===== src/design/brk_pkg.sv =====
package brk_pkg;

  // ----------------------------------------------------------------
  // Register map
  // ----------------------------------------------------------------
  localparam int          ADDR_W          = 3;
  localparam logic [2:0]  OFS_STAT_CTRL   = 3'h0;
  localparam logic [2:0]  OFS_ADDR_HIGH   = 3'h1;
  localparam logic [2:0]  OFS_ADDR_LOW    = 3'h2;
  localparam logic [2:0]  OFS_WAIT_STAT   = 3'h3;
  localparam logic [2:0]  OFS_FLAG_CTRL   = 3'h4;
  localparam logic [2:0]  OFS_EVT_STAT    = 3'h5;
  localparam logic [2:0]  OFS_EVT_MASK    = 3'h6;

  // ----------------------------------------------------------------
  // Field positions
  // ----------------------------------------------------------------
  localparam int          BIT_MATCH_EN    = 7;
  localparam int          BIT_BRK_ACT     = 6;
  localparam int          BIT_WAIT_FLAG   = 1;
  localparam int          BIT_CLR_EN      = 7;
  localparam int          EVT_MATCH       = 0;
  localparam int          EVT_SOFT        = 1;
  localparam int          EVT_N           = 2;

  // ----------------------------------------------------------------
  // Reset values
  // ----------------------------------------------------------------
  localparam logic [7:0]  RST_BYTE        = 8'h00;
  localparam logic [1:0]  RST_EVT         = 2'h0;

  // ----------------------------------------------------------------
  // Carriers
  // ----------------------------------------------------------------
  typedef struct packed {
    logic [ADDR_W-1:0] addr;
    logic [7:0]        wdata;
    logic              wr;
    logic              rd;
  } reg_req_t;

  typedef struct packed {
    logic [15:0] addr;
    logic        valid;
    logic        is_pc;
    logic        wait_mode;
    logic        stop_mode;
    logic        brk_ack;
    logic        return_from_interrupt;
  } cpu_bus_t;

  typedef struct packed {
    logic             match_en;
    logic             brk_act;
    logic [7:0]       addr_hi;
    logic [7:0]       addr_lo;
    logic             wait_flag;
    logic             clr_en;
    logic             in_brk;
    logic             tv_s1;
    logic             tv_s2;
    logic [EVT_N-1:0] evt;
    logic [EVT_N-1:0] mask;
    logic [7:0]       rdata;
  } state_t;

endpackage


===== src/design/address_breakpoint_unit.sv =====
`timescale 1ns/1ps
module address_breakpoint_unit (
  input  wire logic                       clk,
  input  wire logic                       rst_b,
  input  wire logic                       clk_en,
  input  wire logic [brk_pkg::ADDR_W-1:0] reg_addr,
  input  wire logic [7:0]                 reg_wdata,
  input  wire logic                       reg_wr,
  input  wire logic                       reg_rd,
  output logic      [7:0]                 reg_rdata,
  input  wire logic [15:0]                cpu_addr,
  input  wire logic                       cpu_addr_valid,
  input  wire logic                       cpu_addr_is_pc,
  input  wire logic                       cpu_wait_mode,
  input  wire logic                       cpu_stop_mode,
  input  wire logic                       cpu_brk_ack,
  input  wire logic                       cpu_rti,
  input  wire logic                       test_voltage,
  output logic                            brk_req,
  output logic                            timer_stop,
  output logic                            watchdog_disable,
  output logic                            flag_clear_allow,
  output logic                            wait_exit_indicator,
  output logic                            irq
);

  // ----------------------------------------------------------------
  // Input grouping
  // ----------------------------------------------------------------
  brk_pkg::reg_req_t req;
  brk_pkg::cpu_bus_t cpu;
  brk_pkg::state_t   st;
  brk_pkg::state_t   next_st;
  logic              addr_match;
  logic              soft_break;

  assign req.addr      = reg_addr;
  assign req.wdata     = reg_wdata;
  assign req.wr        = reg_wr;
  assign req.rd        = reg_rd;
  assign cpu.addr      = cpu_addr;
  assign cpu.valid     = cpu_addr_valid;
  assign cpu.is_pc     = cpu_addr_is_pc;
  assign cpu.wait_mode = cpu_wait_mode;
  assign cpu.stop_mode = cpu_stop_mode;
  assign cpu.brk_ack   = cpu_brk_ack;
  assign cpu.return_from_interrupt       = cpu_rti;

  // ----------------------------------------------------------------
  // Address comparator
  // ----------------------------------------------------------------
  // Only opcode and operand fetches from the program counter qualify.
  assign addr_match = st.match_en
                    & cpu.valid & cpu.is_pc
                    & ~cpu.stop_mode
                    & (cpu.addr == {st.addr_hi, st.addr_lo});

  assign soft_break = req.wr && req.addr == brk_pkg::OFS_STAT_CTRL
                    && req.wdata[brk_pkg::BIT_BRK_ACT];

  // ----------------------------------------------------------------
  // Next state
  // ----------------------------------------------------------------
  always_comb begin
    next_st = st;
    next_st.tv_s1 = test_voltage;
    next_st.tv_s2 = st.tv_s1;
    next_st.rdata = brk_pkg::RST_BYTE;

    if (req.wr) begin
      if (req.addr == brk_pkg::OFS_STAT_CTRL) begin
        next_st.match_en = req.wdata[brk_pkg::BIT_MATCH_EN];
        next_st.brk_act  = req.wdata[brk_pkg::BIT_BRK_ACT];
      end else if (req.addr == brk_pkg::OFS_ADDR_HIGH) begin
        next_st.addr_hi = req.wdata;
      end else if (req.addr == brk_pkg::OFS_ADDR_LOW) begin
        next_st.addr_lo = req.wdata;
      end else if (req.addr == brk_pkg::OFS_WAIT_STAT) begin
        if (!req.wdata[brk_pkg::BIT_WAIT_FLAG]) begin
          next_st.wait_flag = 1'b0;
        end
      end else if (req.addr == brk_pkg::OFS_FLAG_CTRL) begin
        next_st.clr_en = req.wdata[brk_pkg::BIT_CLR_EN];
      end else if (req.addr == brk_pkg::OFS_EVT_MASK) begin
        next_st.mask = req.wdata[brk_pkg::EVT_N-1:0];
      end
    end

    if (req.rd) begin
      if (req.addr == brk_pkg::OFS_STAT_CTRL) begin
        next_st.rdata[brk_pkg::BIT_MATCH_EN] = st.match_en;
        next_st.rdata[brk_pkg::BIT_BRK_ACT]  = st.brk_act;
      end else if (req.addr == brk_pkg::OFS_ADDR_HIGH) begin
        next_st.rdata = st.addr_hi;
      end else if (req.addr == brk_pkg::OFS_ADDR_LOW) begin
        next_st.rdata = st.addr_lo;
      end else if (req.addr == brk_pkg::OFS_WAIT_STAT) begin
        next_st.rdata[brk_pkg::BIT_WAIT_FLAG] = st.wait_flag;
      end else if (req.addr == brk_pkg::OFS_FLAG_CTRL) begin
        next_st.rdata[brk_pkg::BIT_CLR_EN] = st.clr_en;
      end else if (req.addr == brk_pkg::OFS_EVT_STAT) begin
        next_st.rdata[brk_pkg::EVT_N-1:0] = st.evt;
        next_st.evt = brk_pkg::RST_EVT;
      end else if (req.addr == brk_pkg::OFS_EVT_MASK) begin
        next_st.rdata[brk_pkg::EVT_N-1:0] = st.mask;
      end
    end

    // Hardware sets win over software clears in the same cycle.
    if (addr_match) begin
      next_st.brk_act = 1'b1;
      next_st.evt[brk_pkg::EVT_MATCH] = 1'b1;
    end
    if (soft_break) begin
      next_st.evt[brk_pkg::EVT_SOFT] = 1'b1;
    end

    // Break state entered when the CPU takes the break, left on return.
    if (cpu.brk_ack) begin
      next_st.in_brk = 1'b1;
      if (cpu.wait_mode) begin
        next_st.wait_flag = 1'b1;
      end
    end else if (cpu.return_from_interrupt) begin
      next_st.in_brk = 1'b0;
    end
  end

  // ----------------------------------------------------------------
  // State register
  // ----------------------------------------------------------------
  always_ff @(posedge clk or negedge rst_b) begin
    if (!rst_b) begin
      st <= '0;
    end else if (clk_en) begin
      st <= next_st;
    end
  end

  // ----------------------------------------------------------------
  // Outputs
  // ----------------------------------------------------------------
  // Request stands from the match until the CPU enters the break.
  assign brk_req = st.brk_act & ~st.in_brk;
  assign timer_stop = st.in_brk;
  assign watchdog_disable = st.in_brk & st.tv_s2;
  assign flag_clear_allow = ~st.in_brk | st.clr_en;
  assign wait_exit_indicator = st.wait_flag;
  assign irq = |(st.evt & st.mask);
  assign reg_rdata = st.rdata;

  // ----------------------------------------------------------------
  // Assertions
  // ----------------------------------------------------------------
  a_match_sets_active: assert property (
    @(posedge clk) disable iff (!rst_b)
    clk_en && addr_match |=> st.brk_act && (st.in_brk || brk_req))
    else $error("match did not raise break request");

  a_nonpc_no_match: assert property (
    @(posedge clk) disable iff (!rst_b)
    !cpu_addr_is_pc |-> !addr_match)
    else $error("non program address matched");

  a_soft_break: assert property (
    @(posedge clk) disable iff (!rst_b)
    clk_en && soft_break && !st.in_brk && !cpu_brk_ack
    |=> brk_req)
    else $error("software break gave no request");

  a_rti_ends_break: assert property (
    @(posedge clk) disable iff (!rst_b)
    clk_en && cpu_rti && !cpu_brk_ack |=> !timer_stop)
    else $error("return did not end break state");

  a_timer_held: assert property (
    @(posedge clk) disable iff (!rst_b)
    clk_en && cpu_brk_ack ##1 (!(clk_en && cpu_rti))[*3]
    |-> timer_stop)
    else $error("timers ran during break");

  a_watchdog_gate: assert property (
    @(posedge clk) disable iff (!rst_b)
    watchdog_disable |-> timer_stop && $past(test_voltage, 2))
    else $error("watchdog disabled without test voltage");

  a_stop_frozen: assert property (
    @(posedge clk) disable iff (!rst_b)
    cpu_stop_mode && !reg_wr |=> $stable(st.addr_hi)
      && $stable(st.addr_lo) && $stable(st.match_en))
    else $error("stop mode changed registers");

  a_enable_gates: assert property (
    @(posedge clk) disable iff (!rst_b)
    !st.match_en |-> !addr_match)
    else $error("match while disabled");

  a_addr_full: assert property (
    @(posedge clk) disable iff (!rst_b)
    addr_match |-> cpu_addr[15:8] == st.addr_hi
      && cpu_addr[7:0] == st.addr_lo)
    else $error("partial address compare");

  a_wait_flag: assert property (
    @(posedge clk) disable iff (!rst_b)
    clk_en && cpu_brk_ack && cpu_wait_mode |=> wait_exit_indicator)
    else $error("wait exit not flagged");

  a_flag_protect: assert property (
    @(posedge clk) disable iff (!rst_b)
    timer_stop && !st.clr_en |-> !flag_clear_allow)
    else $error("flags clearable in break");

  a_freeze_hold: assert property (
    @(posedge clk) disable iff (!rst_b)
    !clk_en |=> $stable(st))
    else $error("state moved while clock enable low");

  a_match_request: assert property (
    @(posedge clk) disable iff (!rst_b)
    clk_en && addr_match && !st.in_brk && !cpu_brk_ack |=> brk_req)
    else $error("match gave no break request");

  a_match_event: assert property (
    @(posedge clk) disable iff (!rst_b)
    clk_en && addr_match |=> st.evt[brk_pkg::EVT_MATCH])
    else $error("match event not recorded");

  a_soft_event: assert property (
    @(posedge clk) disable iff (!rst_b)
    clk_en && soft_break |=> st.evt[brk_pkg::EVT_SOFT])
    else $error("software break event not recorded");

  a_break_entry: assert property (
    @(posedge clk) disable iff (!rst_b)
    clk_en && cpu_brk_ack |=> timer_stop)
    else $error("timers not stopped on break entry");

  a_watchdog_on: assert property (
    @(posedge clk) disable iff (!rst_b)
    timer_stop && $past(test_voltage, 2) && $past(clk_en)
      && $past(clk_en, 2) && $past(rst_b, 2) |-> watchdog_disable)
    else $error("watchdog not disabled under test voltage");

  a_wait_compare: assert property (
    @(posedge clk) disable iff (!rst_b)
    clk_en && cpu_wait_mode && !cpu_stop_mode && st.match_en
      && cpu_addr_valid && cpu_addr_is_pc
      && cpu_addr == {st.addr_hi, st.addr_lo} |=> st.brk_act)
    else $error("no break while waiting");

  a_stop_quiet: assert property (
    @(posedge clk) disable iff (!rst_b)
    cpu_stop_mode |-> !addr_match)
    else $error("match in stop mode");

  a_enable_write: assert property (
    @(posedge clk) disable iff (!rst_b)
    clk_en && reg_wr && reg_addr == brk_pkg::OFS_STAT_CTRL
    |=> st.match_en == $past(reg_wdata[brk_pkg::BIT_MATCH_EN]))
    else $error("match enable write lost");

  a_ctrl_read: assert property (
    @(posedge clk) disable iff (!rst_b)
    clk_en && reg_rd && reg_addr == brk_pkg::OFS_STAT_CTRL
    |=> reg_rdata[brk_pkg::BIT_BRK_ACT] == $past(st.brk_act)
      && reg_rdata[brk_pkg::BIT_MATCH_EN] == $past(st.match_en))
    else $error("control read back wrong");

  a_active_sticky: assert property (
    @(posedge clk) disable iff (!rst_b)
    st.brk_act
      && !(clk_en && reg_wr && reg_addr == brk_pkg::OFS_STAT_CTRL)
    |=> st.brk_act)
    else $error("break active lost without a write");

  a_active_clear: assert property (
    @(posedge clk) disable iff (!rst_b)
    clk_en && reg_wr && reg_addr == brk_pkg::OFS_STAT_CTRL
      && !reg_wdata[brk_pkg::BIT_BRK_ACT] && !addr_match
    |=> !st.brk_act)
    else $error("break active not cleared by write");

  a_high_write: assert property (
    @(posedge clk) disable iff (!rst_b)
    clk_en && reg_wr && reg_addr == brk_pkg::OFS_ADDR_HIGH
    |=> st.addr_hi == $past(reg_wdata))
    else $error("high address write lost");

  a_low_write: assert property (
    @(posedge clk) disable iff (!rst_b)
    clk_en && reg_wr && reg_addr == brk_pkg::OFS_ADDR_LOW
    |=> st.addr_lo == $past(reg_wdata))
    else $error("low address write lost");

  a_addr_hold: assert property (
    @(posedge clk) disable iff (!rst_b)
    !(clk_en && reg_wr) |=> $stable(st.addr_hi) && $stable(st.addr_lo))
    else $error("address changed without a write");

  a_high_read: assert property (
    @(posedge clk) disable iff (!rst_b)
    clk_en && reg_rd && reg_addr == brk_pkg::OFS_ADDR_HIGH
    |=> reg_rdata == $past(st.addr_hi))
    else $error("high address read back wrong");

  a_wait_clear: assert property (
    @(posedge clk) disable iff (!rst_b)
    clk_en && reg_wr && reg_addr == brk_pkg::OFS_WAIT_STAT
      && !reg_wdata[brk_pkg::BIT_WAIT_FLAG] && !cpu_brk_ack
    |=> !wait_exit_indicator)
    else $error("break wait flag not cleared");

  a_wait_sticky: assert property (
    @(posedge clk) disable iff (!rst_b)
    wait_exit_indicator
      && !(clk_en && reg_wr && reg_addr == brk_pkg::OFS_WAIT_STAT)
    |=> wait_exit_indicator)
    else $error("break wait flag lost");

  a_wait_no_set: assert property (
    @(posedge clk) disable iff (!rst_b)
    !wait_exit_indicator && !(clk_en && cpu_brk_ack && cpu_wait_mode)
    |=> !wait_exit_indicator)
    else $error("break wait flag set without a wait exit");

  a_flag_free: assert property (
    @(posedge clk) disable iff (!rst_b)
    !timer_stop || st.clr_en |-> flag_clear_allow)
    else $error("flag clearing blocked outside protection");

  a_event_read: assert property (
    @(posedge clk) disable iff (!rst_b)
    clk_en && reg_rd && reg_addr == brk_pkg::OFS_EVT_STAT
      && !addr_match && !soft_break |=> st.evt == brk_pkg::RST_EVT)
    else $error("event status not cleared by read");

  a_read_pulse: assert property (
    @(posedge clk) disable iff (!rst_b)
    clk_en && !reg_rd |=> reg_rdata == brk_pkg::RST_BYTE)
    else $error("read data stood too long");

endmodule


===== config.mk =====
export PLATFORM = sky130hd
export DESIGN_NAME = address_breakpoint_unit
export DESIGN_NICKNAME = d
export VERILOG_FILES = /design/src/design/brk_pkg.sv /design/src/design/address_breakpoint_unit.sv
export SDC_FILE = /design/constraint.sdc
export NUM_CORES = 1
export LEC_CHECK = 0
export ABC_AREA = 1
export BUFFER_PORTS_ARGS = -buffer_cell sky130_fd_sc_hd__buf_2
export CORE_UTILIZATION = 37
export DETAILED_ROUTE_END_ITERATION = 7
export PLACE_DENSITY = 0.66
export SLEW_MARGIN = 20
export SYNTH_ARGS = -nofsm -noshare
export SYNTH_HDL_FRONTEND = slang
export SYNTH_SLANG_ARGS = --single-unit

===== constraint.sdc =====
create_clock -name clk -period 2.3 [get_ports clk]
set_input_delay 0.46 -clock clk [delete_from_list [all_inputs] [get_ports clk]]
set_output_delay 0.46 -clock clk [all_outputs]
set_load 0.03 [all_outputs]

* Word-level counts from Yosys, hierarchy flattened
Cells that the tools add are included.
** Operators by class
- Reductions and logical operators :: 20
- Eq/ne operators :: 17
- Bitwise operators :: 15
- Mux-type cells :: 39
** Operators by type and width (number)
- 8-bit two-way mux :: 4
- 2-bit two-way mux :: 13
- 8-bit AND reduction :: 3
- 2-bit inequality test (second input constant) :: 10
- 19-bit two-way mux :: 1
- 18-bit two-way mux :: 1
- 1-bit two-way mux :: 17
- 16-bit equality test :: 1
- 2-bit nonzero test :: 7
- 10-bit two-way mux :: 1
- 3-bit equality test (second input constant) :: 3
- 1-bit NOT :: 7
- 7-bit AND reduction :: 1
- 1-bit bitwise AND :: 6
- 3-bit by 2-bit equality test with 1-bit output (second input constant) :: 2
- 6-bit two-way mux :: 1
- 3-bit AND reduction :: 2
- 5-bit two-way mux :: 1
- 5-bit AND reduction :: 1
- 4-bit AND reduction :: 1
- 3-bit by 1-bit equality test with 1-bit output (second input constant) :: 1
- 3-bit zero test :: 1
- 2-bit bitwise AND :: 1
- 1-bit logical AND :: 2
- other kinds (3) :: 3
** Storage, ports and cells
- Register bits :: 35
- Bits of input ports :: 39
- Output and inout port bits :: 14
- Logic and storage cells :: 104

* Depth between registers and ports, before layout
Gate-level depths: netlist of run 1.
- Depth after elaboration :: 9
- Gate-level depth with buffers :: 10

* Worst setup path before layout of run 1
No wires, ideal clock.
- Path type :: reg-to-output
- Start point :: register st, in the netlist timer_stop
- End point :: output port brk_req
- Path buffers :: 0
- Arrival time :: 969 ps
- Required time :: 1840 ps
- Setup slack :: 871 ps
- Cell stages (with the launch flop) :: 2
- Path through :: dfrtp_1 nor2_1
** Between the ends
- Longest elaborated chain between the ends :: 2
** RTL lines
- start, declared :: RTL line address_breakpoint_unit.sv:32 : brk_pkg::state_t st;
- start signal, assigned :: RTL line address_breakpoint_unit.sv:136 : st <= next_st;
- 1-bit NOT :: RTL line address_breakpoint_unit.sv:144 : assign brk_req = st.brk_act & ~st.in_brk;
- 1-bit bitwise AND :: RTL line address_breakpoint_unit.sv:144
- end, declared :: RTL line address_breakpoint_unit.sv:19 : output logic brk_req,
Every way passes these cells.

* Final worst setup path of run 1
- Start point :: register st[9] (netlist name)
- End point :: output port irq
** Between the ends
- Longest elaborated chain between the ends :: 2
** RTL lines
- 2-bit bitwise AND :: RTL line address_breakpoint_unit.sv:149 : assign irq = |(st.evt & st.mask);
- 2-bit OR reduction :: RTL line address_breakpoint_unit.sv:149
- end, declared :: RTL line address_breakpoint_unit.sv:24 : output logic irq
Every way passes these cells.

==> results of run 1 <==
[state kept, by name, indices dropped and copies added (netlist names)]
signal	flops
reg_rdata	8
timer_stop	1
wait_exit_indicator	1
next_st	1
st	24
[synthesized netlist by cell type, drive strengths merged]
master,instances
a21oi,3
a22o,5
buf,11
clkinv,1
dfrtp,35
inv,46
nand2,89
nand3,10
nand4,2
nor2,19
nor3,2
o211ai,1
o21ai,29
o221ai,1
o22ai,5
xnor2,4
xor2,1
[per-stage QoR]
stage	power [mW]	hold slack [ps]
final	1.73	243
after global routing	1.84	306
after CTS	1.75	266
after detailed placement	1.25	462
after global placement	1.24	458
after floorplan	1.12	164
[critical path, stage by stage (launching register included)]
cell and delay [ps]:
sky130_fd_sc_hd__dfrtp_1 320, sky130_fd_sc_hd__inv_1 60, sky130_fd_sc_hd__o22ai_1 160, sky130_fd_sc_hd__buf_2 220
[worst paths after layout]
path | to | slack, ps | depth (start not counted)
worst max-delay path | irq | 800 | 3
worst min-delay path | st[28] | 240 | 1
worst max register to register | st[10] | 960 | 7
worst min register to register | next_st[12] | 480 | 2
max in group asynchronous | st[17] | 1570 | 1
min in group clk | next_st[12] | 380 | 3
[layer usage]
layer	global-route usage	part of all wire	vias to the layer above
met2	0.274	0.46	66
met1	0.237	0.47	811
li1	-	-	915
met5	0	0	-
met3	0.0310	0.052	10
met4	0.0660	0.017	0
[report_power, final]
part	internal [mW]	leakage, nW	switching [mW]
sequential	0.714	0.443	0.0768
clock	0.272	0.0505	0.222
combinational	0.170	0.875	0.277
[cells by family (layout without fill, tap and decap cells)]
logic type,count (synthesis),in the layout
AND/OR/NAND/NOR,122,122
flip-flops,35,35
XOR/XNOR,5,5
buffers and inverters,58,107
AO/OA/AOI/OAI,44,44
[layout by cell type, fill, tap and decap left out, drive strengths merged]
master and n:
a21oi 3, a22o 5, buf 52, clkbuf 7, clkinv 1, clkinvlp 1
dfrtp 35, inv 46, nand2 89, nand3 10, nand4 2, nor2 19
nor3 2, o211ai 1, o21ai 29, o221ai 1, o22ai 5, xnor2 4
xor2 1
[cell type report]
| cell class | count | area [um^2] | area share |
|---|---|---|---|
| Multi-Input combinational cell | 171 | 926 | 0.379 |
| Timing Repair Buffer | 52 | 260 | 0.107 |
| Inverter | 47 | 189 | 0.0774 |
| Clock inverter | 1 | 7.51 | 0.00307 |
| Sequential cell | 35 | 876 | 0.359 |
| Tap cell | 70 | 87.6 | 0.0359 |
| Clock buffer | 7 | 96.3 | 0.0394 |
==> implementation parameters, run 1 <==
Parameter                              Value

Drt
  Number of DRC markers after the initial detailed-route iteration ... between 80 and 90
  Via count normalized by instance count ... approximately 4.7
  Remaining number of nets flagged by the antenna check after routing ... 0
  Routed len/inst ... roughly 12 um
  Initial DRT Pass Iterations ... 4
  Post-detailed-routing wire length ... about 4.7 mm
  Total vias in the final route ... 1802
  DRC Markers ... 0

Placement
  I/O Buffers ... 52
  Pre-CTS worst setup slack ... 838 ps
  DP Area ... between 0.002 and 0.0025 mm^2
  Weighted congestion at the end of routability-driven global placement ... between 0.8 and 0.9
  DP Cell Count ... about 380
  Final HPWL from detailed placement ... 3.72 mm

Clock tree
  Clock transition at path regs ... around 80 ps
  Post-cts sizing count ... 0
  Max H-tree Level ... 2
  TritonCTS Buffers ... 5
  Worst-skew pair later-pin latency ... roughly 290 ps
  Post-CTS setup-driven buffer insertion count ... 0
  Post-cts hold buffer count ... 0
  Clock Sink Count ... 35
  CTS tree ... built
  Buffer type at the clock tree root ... sky130_fd_sc_hd__clkbuf_8
  Largest buffer count on any clock path ... 2

Timing
  Setup repair after global routing missed its margin ... false
  Maximum clock frequency ... 666 MHz
  Post-route clock skew ... around 7 ps
  Final setup fails ... 0
  Post-route clock period utilization ... 0.653
  Max Transition Viols Final ... 0
  Final total negative setup slack ... 0 ps
  Shortest clock period the worst path allows after layout ... roughly 1500 ps
  Slew Limit Headroom ... 0.483
  Fin worst setup slack ... 799 ps
  Final count of hold timing violations ... 0
  Transition time at the pin with the least slew margin ... about 780 ps

Synthesis
  Largest family of logic cells by synthesized area ... simple AND/OR/NAND/NOR gates
  Cell count after synthesis ... about 260
  Netlist area before placement ... about 0.0021 mm^2
  Count of cell types in the netlist ... 30
  Adder-cell share of the synthesized area ... 0
  Compound-cell area share of the yosys netlist ... 0.156
  Area contributors post-synth ... sky130_fd_sc_hd__dfrtp_1 42%, sky130_fd_sc_hd__nand2_1 15%, sky130_fd_sc_hd__inv_1 7.0%
  #FFs+latches synth ... 35
  Sequential area share after synthesis ... 0.419
  Top cell type by total area after synthesis ... sky130_fd_sc_hd__dfrtp_1
  Synthesized-area fraction occupied by xor and xnor cells ... 0.0210
  Synth Area per Inst ... roughly 7.9 um^2
  Share of synthesized area spent on multiplexers ... 0
  Net count of the mapped netlist ... between 300 and 400
  Synthesized-area fraction occupied by and/or/nand/nor cells ... 0.266
  Warnings, synthesis ... 0
  Post-synth top area share ... 0.419

Job
  Maxcap violations ... 0

Pwr
  Max VDD drop ... between 200 and 250 uV
  Total power divided by cell area ... ~700 mW/mm^2
  Leakage ... 1.37 nW

Setup path
  Crit path from ... st[9]
  Signal arrival time at the worst endpoint ... around 1000 ps
  Category of the worst setup path launch point ... register
  Maximum fanout along the worst path ... 3
  Reg2Reg Launch Point ... st[31]
  Crit Path Class ... reg2out
  Required time at the endpoint of the critical path ... approximately 1800 ps
  Crit path capture type ... output port

GRT
  Number of antenna violations at the first check in global routing ... 0
  Maximum number of pins on one net before global-route repair ... 36
  Vias in the first global route ... 1718
  Global route total overflow ... 0
  Wire length of the first global-routing pass ... about 8 mm
  Tot GR Track Use ... 0.174

Final layout
  Share of cells above drive strength 1 ... 0.316
  Post-route cell area ... 0.00244 mm^2
  Filler-free cell count of the finished design ... between 300 and 400
  Util after Layout ... 0.463
  Nets@finish ... approximately 350
  Number of filler cells placed in the layout ... ~550
  Area grow syn2layout ... 16.9%
  # diodes ... 0

Die
  Die width ... between 70 and 80 um
  Area of the core region ... roughly 0.0053 mm^2
  Area enclosed by the die boundary ... a little under 0.006 mm^2
  Placement Rows ... 26
  Top-level I/O count ... 53
  Die Height ... ~77 um
  Initial core utilization ... 0.396

Worst hold path
  Hold WC Path Type ... in2async

Run status
  Outcome ... completed
Note: power is estimated with default switching activity, not from simulation.
==> run 2: changes to the inputs <==
- PLACE_DENSITY: 0.66 -> 0.68
- clock period: 2.3 -> 1.2 ns (I/O delays scaled with it)
==> run 2 against run 1 <==
The run now ends with setup timing left; global-route usage is 0.20 points lower; sequential share of layout area is 2.6 points lower; critical path type unchanged; highest routed layer unchanged; sequential cell count unchanged; cell count up 5.0%; cell area rose by 7.8%; combinational power increased by 150%.
==> implementation parameters, run 2 (same netlist as run 1, synthesis figures left out) <==
Parameter                              Value

Timing
  Final setup fails ... 3 (+3)
  Setup repair after global routing missed its margin ... true
  Transition time at the pin with the least slew margin ... 325 ps (-450 ps)
  Post-route clock skew ... 7.04 ps (-0.0697 ps)
  Slew Limit Headroom ... 0.783 (+0.300)
  Fin worst setup slack ... -44.3 ps (-843 ps)
  Minimum hold slack ... 160 ps (-82.9 ps)
  Post-route clock period utilization ... 1.04
  Shortest clock period the worst path allows after layout ... ~1200 ps
  Final count of hold timing violations ... 0 (unchanged)
  Max Transition Viols Final ... 0 (unchanged)
  Maximum clock frequency ... between 800 and 900 MHz

Final layout
  Area grow syn2layout ... 26.0%
  Share of cells above drive strength 1 ... 0.386 (+0.0692)
  Post-route cell area ... 0.00263 mm^2 (+7.8%)
  Number of flip-flops under the largest register name ... 24 (unchanged)
  Nets@finish ... 370 (+5.4%)
  Util after Layout ... 0.500 (+0.0361)
  Most frequent standard cell in the layout excluding fill and tap cells ... sky130_fd_sc_hd__nand2_1
  Commonest non-fill, non-tap cells in the layout ... 79 x sky130_fd_sc_hd__nand2_1, 47 x sky130_fd_sc_hd__buf_2, 35 x sky130_fd_sc_hd__dfrtp_1, 32 x sky130_fd_sc_hd__inv_1, 17 x sky130_fd_sc_hd__buf_4
  Number of filler cells placed in the layout ... 518 (-6.3%)
  # diodes ... 0 (unchanged)
  Top reg by flops ... st
  Filler-free cell count of the finished design ... 402 (+5.0%)

Job
  Maxcap violations ... 0 (unchanged)

Setup path
  Cells along the critical path ... inv_2, o22ai_2, buf_6
  Required time at the endpoint of the critical path ... 960 ps (-880 ps)
  Category of the worst setup path launch point ... register
  Signal arrival time at the worst endpoint ... 1000 ps (-40 ps)
  Crit Path Class ... reg2out
  Slowest cell on crit path ... sky130_fd_sc_hd__dfrtp_1
  Maximum fanout along the worst path ... 3 (unchanged)
  Largest stage delay on the critical path ... 340 ps (+20 ps)
  Crit path capture type ... output port

Die
  Placement Rows ... 26 (unchanged)
  Area of the core region ... 0.00527 mm^2 (unchanged)
  Area enclosed by the die boundary ... 0.00595 mm^2 (unchanged)
  Die Height ... 77.2 um (unchanged)
  Top-level I/O count ... 53 (unchanged)
  Initial core utilization ... 0.396 (unchanged)
  Die width ... 77.2 um (unchanged)

Drt
  Remaining number of nets flagged by the antenna check after routing ... 0 (unchanged)
  Total vias in the final route ... 1860 (+3.2%)
  Via count normalized by instance count ... 4.63 (-1.7%)
  Post-detailed-routing wire length ... 4.85 mm (+3.0%)
  Number of DRC markers after the initial detailed-route iteration ... 69 (-22%)
  DRC Markers ... 0 (unchanged)
  Routed len/inst ... 12.1 um (-1.9%)
  Initial DRT Pass Iterations ... 4 (unchanged)

Clock tree
  TritonCTS Buffers ... 5 (unchanged)
  Buffer type at the clock tree root ... sky130_fd_sc_hd__clkbuf_8
  Clock transition at path regs ... 70 ps (about the same)
  Clock Sink Count ... 35 (unchanged)
  Largest buffer count on any clock path ... 2 (unchanged)
  Worst-skew pair later-pin latency ... 290 ps (about the same)
  CTS tree ... built
  Max H-tree Level ... 2 (unchanged)

Pwr
  Max VDD drop ... 454 uV (+120%)
  Total power divided by cell area ... 1310 mW/mm^2 (+84%)
  Leakage ... 1.47 nW (+7.3%)

GRT
  Wire length of the first global-routing pass ... 7.92 mm (-2.2%)
  Maximum number of pins on one net before global-route repair ... 36 (unchanged)
  Vias in the first global route ... 1781 (+3.7%)
  Number of antenna violations at the first check in global routing ... 0 (unchanged)
  Tot GR Track Use ... 0.172 (-0.00203)
  Global route total overflow ... 0 (unchanged)

Worst hold path
  Hold WC Path Type ... in2reg

Placement
  Final HPWL from detailed placement ... 3.75 mm (+0.64%)
  DP Area ... 0.00244 mm^2 (+4.5%)
  Pre-CTS worst setup slack ... -39.5 ps (-877 ps)
  I/O Buffers ... 52 (unchanged)
  DP Cell Count ... 387 (+3.2%)
  Weighted congestion at the end of routability-driven global placement ... 0.808 (-4.2%)

Run status
  Violations in the final reports ... setup timing
  Outcome ... finished, violations left
-- run 2: changes by cell type in the layout (fill, tap and decap cells not counted), sizes merged --
cell         change
buf             +18
clkinvlp         -1
clkinv           +1
dlygate4sd3      +1
-- run 2: what timing repair did --
| action | 4_1_cts | 5_1_grt |
|---|---|---|
| hold buffers | 1 | 0 |
| cloned | 0 | 0 |
| gates resized for setup | 10 | 14 |
| setup buffers | 2 | 4 |
| endpoints found under the hold margin | 35 | 0 |
| endpoints found under the setup margin | 4 | 7 |
| pin swaps | 3 | 11 |
-- run 2: metal layers --
| layer | vias to the layer above | track usage | wire, um |
|---|---|---|---|
| li1 | 951 | - | - |
| met1 | 843 | 0.225 | 2320 |
| met2 | 55 | 0.272 | 2210 |
| met3 | 11 | 0.0369 | 246 |
| met4 | 0 | 0.0774 | 82 |
| met5 | - | 0 | 0 |
-- run 2: power by group --
part / switching (mW) / total, mW / leakage, nW / internal [mW]
clock: 0.425 / 0.832 / 0.0422 / 0.407
sequential: 0.138 / 1.51 / 0.443 / 1.37
combinational: 0.596 / 1.10 / 0.983 / 0.506
total: 1.16 / 3.44 / 1.47 / 2.28
-- run 2: critical path: cells and delay by family, from the launching register on --
kind	cells	cell delay [ps]
flops	1	340
buf+inv	2	200
compound gates	1	180
-- run 2: worst paths after layout --
path / startpoint / to / slack [ps] / cells after the start
worst min register to register: st[12] / st[12] / 470 / 2
worst max-delay path: st[9] / irq / -40 / 3
worst min-delay path: test_voltage / next_st[12] / 160 / 3
min in group asynchronous: rst_b / next_st[12] / 440 / 3
max in group asynchronous: rst_b / st[22] / 560 / 3
worst max register to register: st[31] / st[33] / 30 / 11
-- run 2: through the flow --
stage | power (mW) | TNS [ps]
2_1_floorplan | 2.15 | 0
3_3_place_gp | 2.47 | -523
3_5_place_dp | 2.49 | -268
4_1_cts | 3.39 | -73.7
5_1_grt | 3.65 | -313
6_report | 3.44 | -59.2
-- run 2: layout make-up --
class | instances | area (um^2) | area share
multi-input combinational | 171 | 950 | 0.361
clock buffer | 7 | 76.3 | 0.0290
timing repair buffer | 71 | 449 | 0.171
clock inverter | 1 | 5.00 | 0.00190
sequential | 35 | 876 | 0.333
tap | 70 | 87.6 | 0.0333
inverter | 47 | 189 | 0.0718
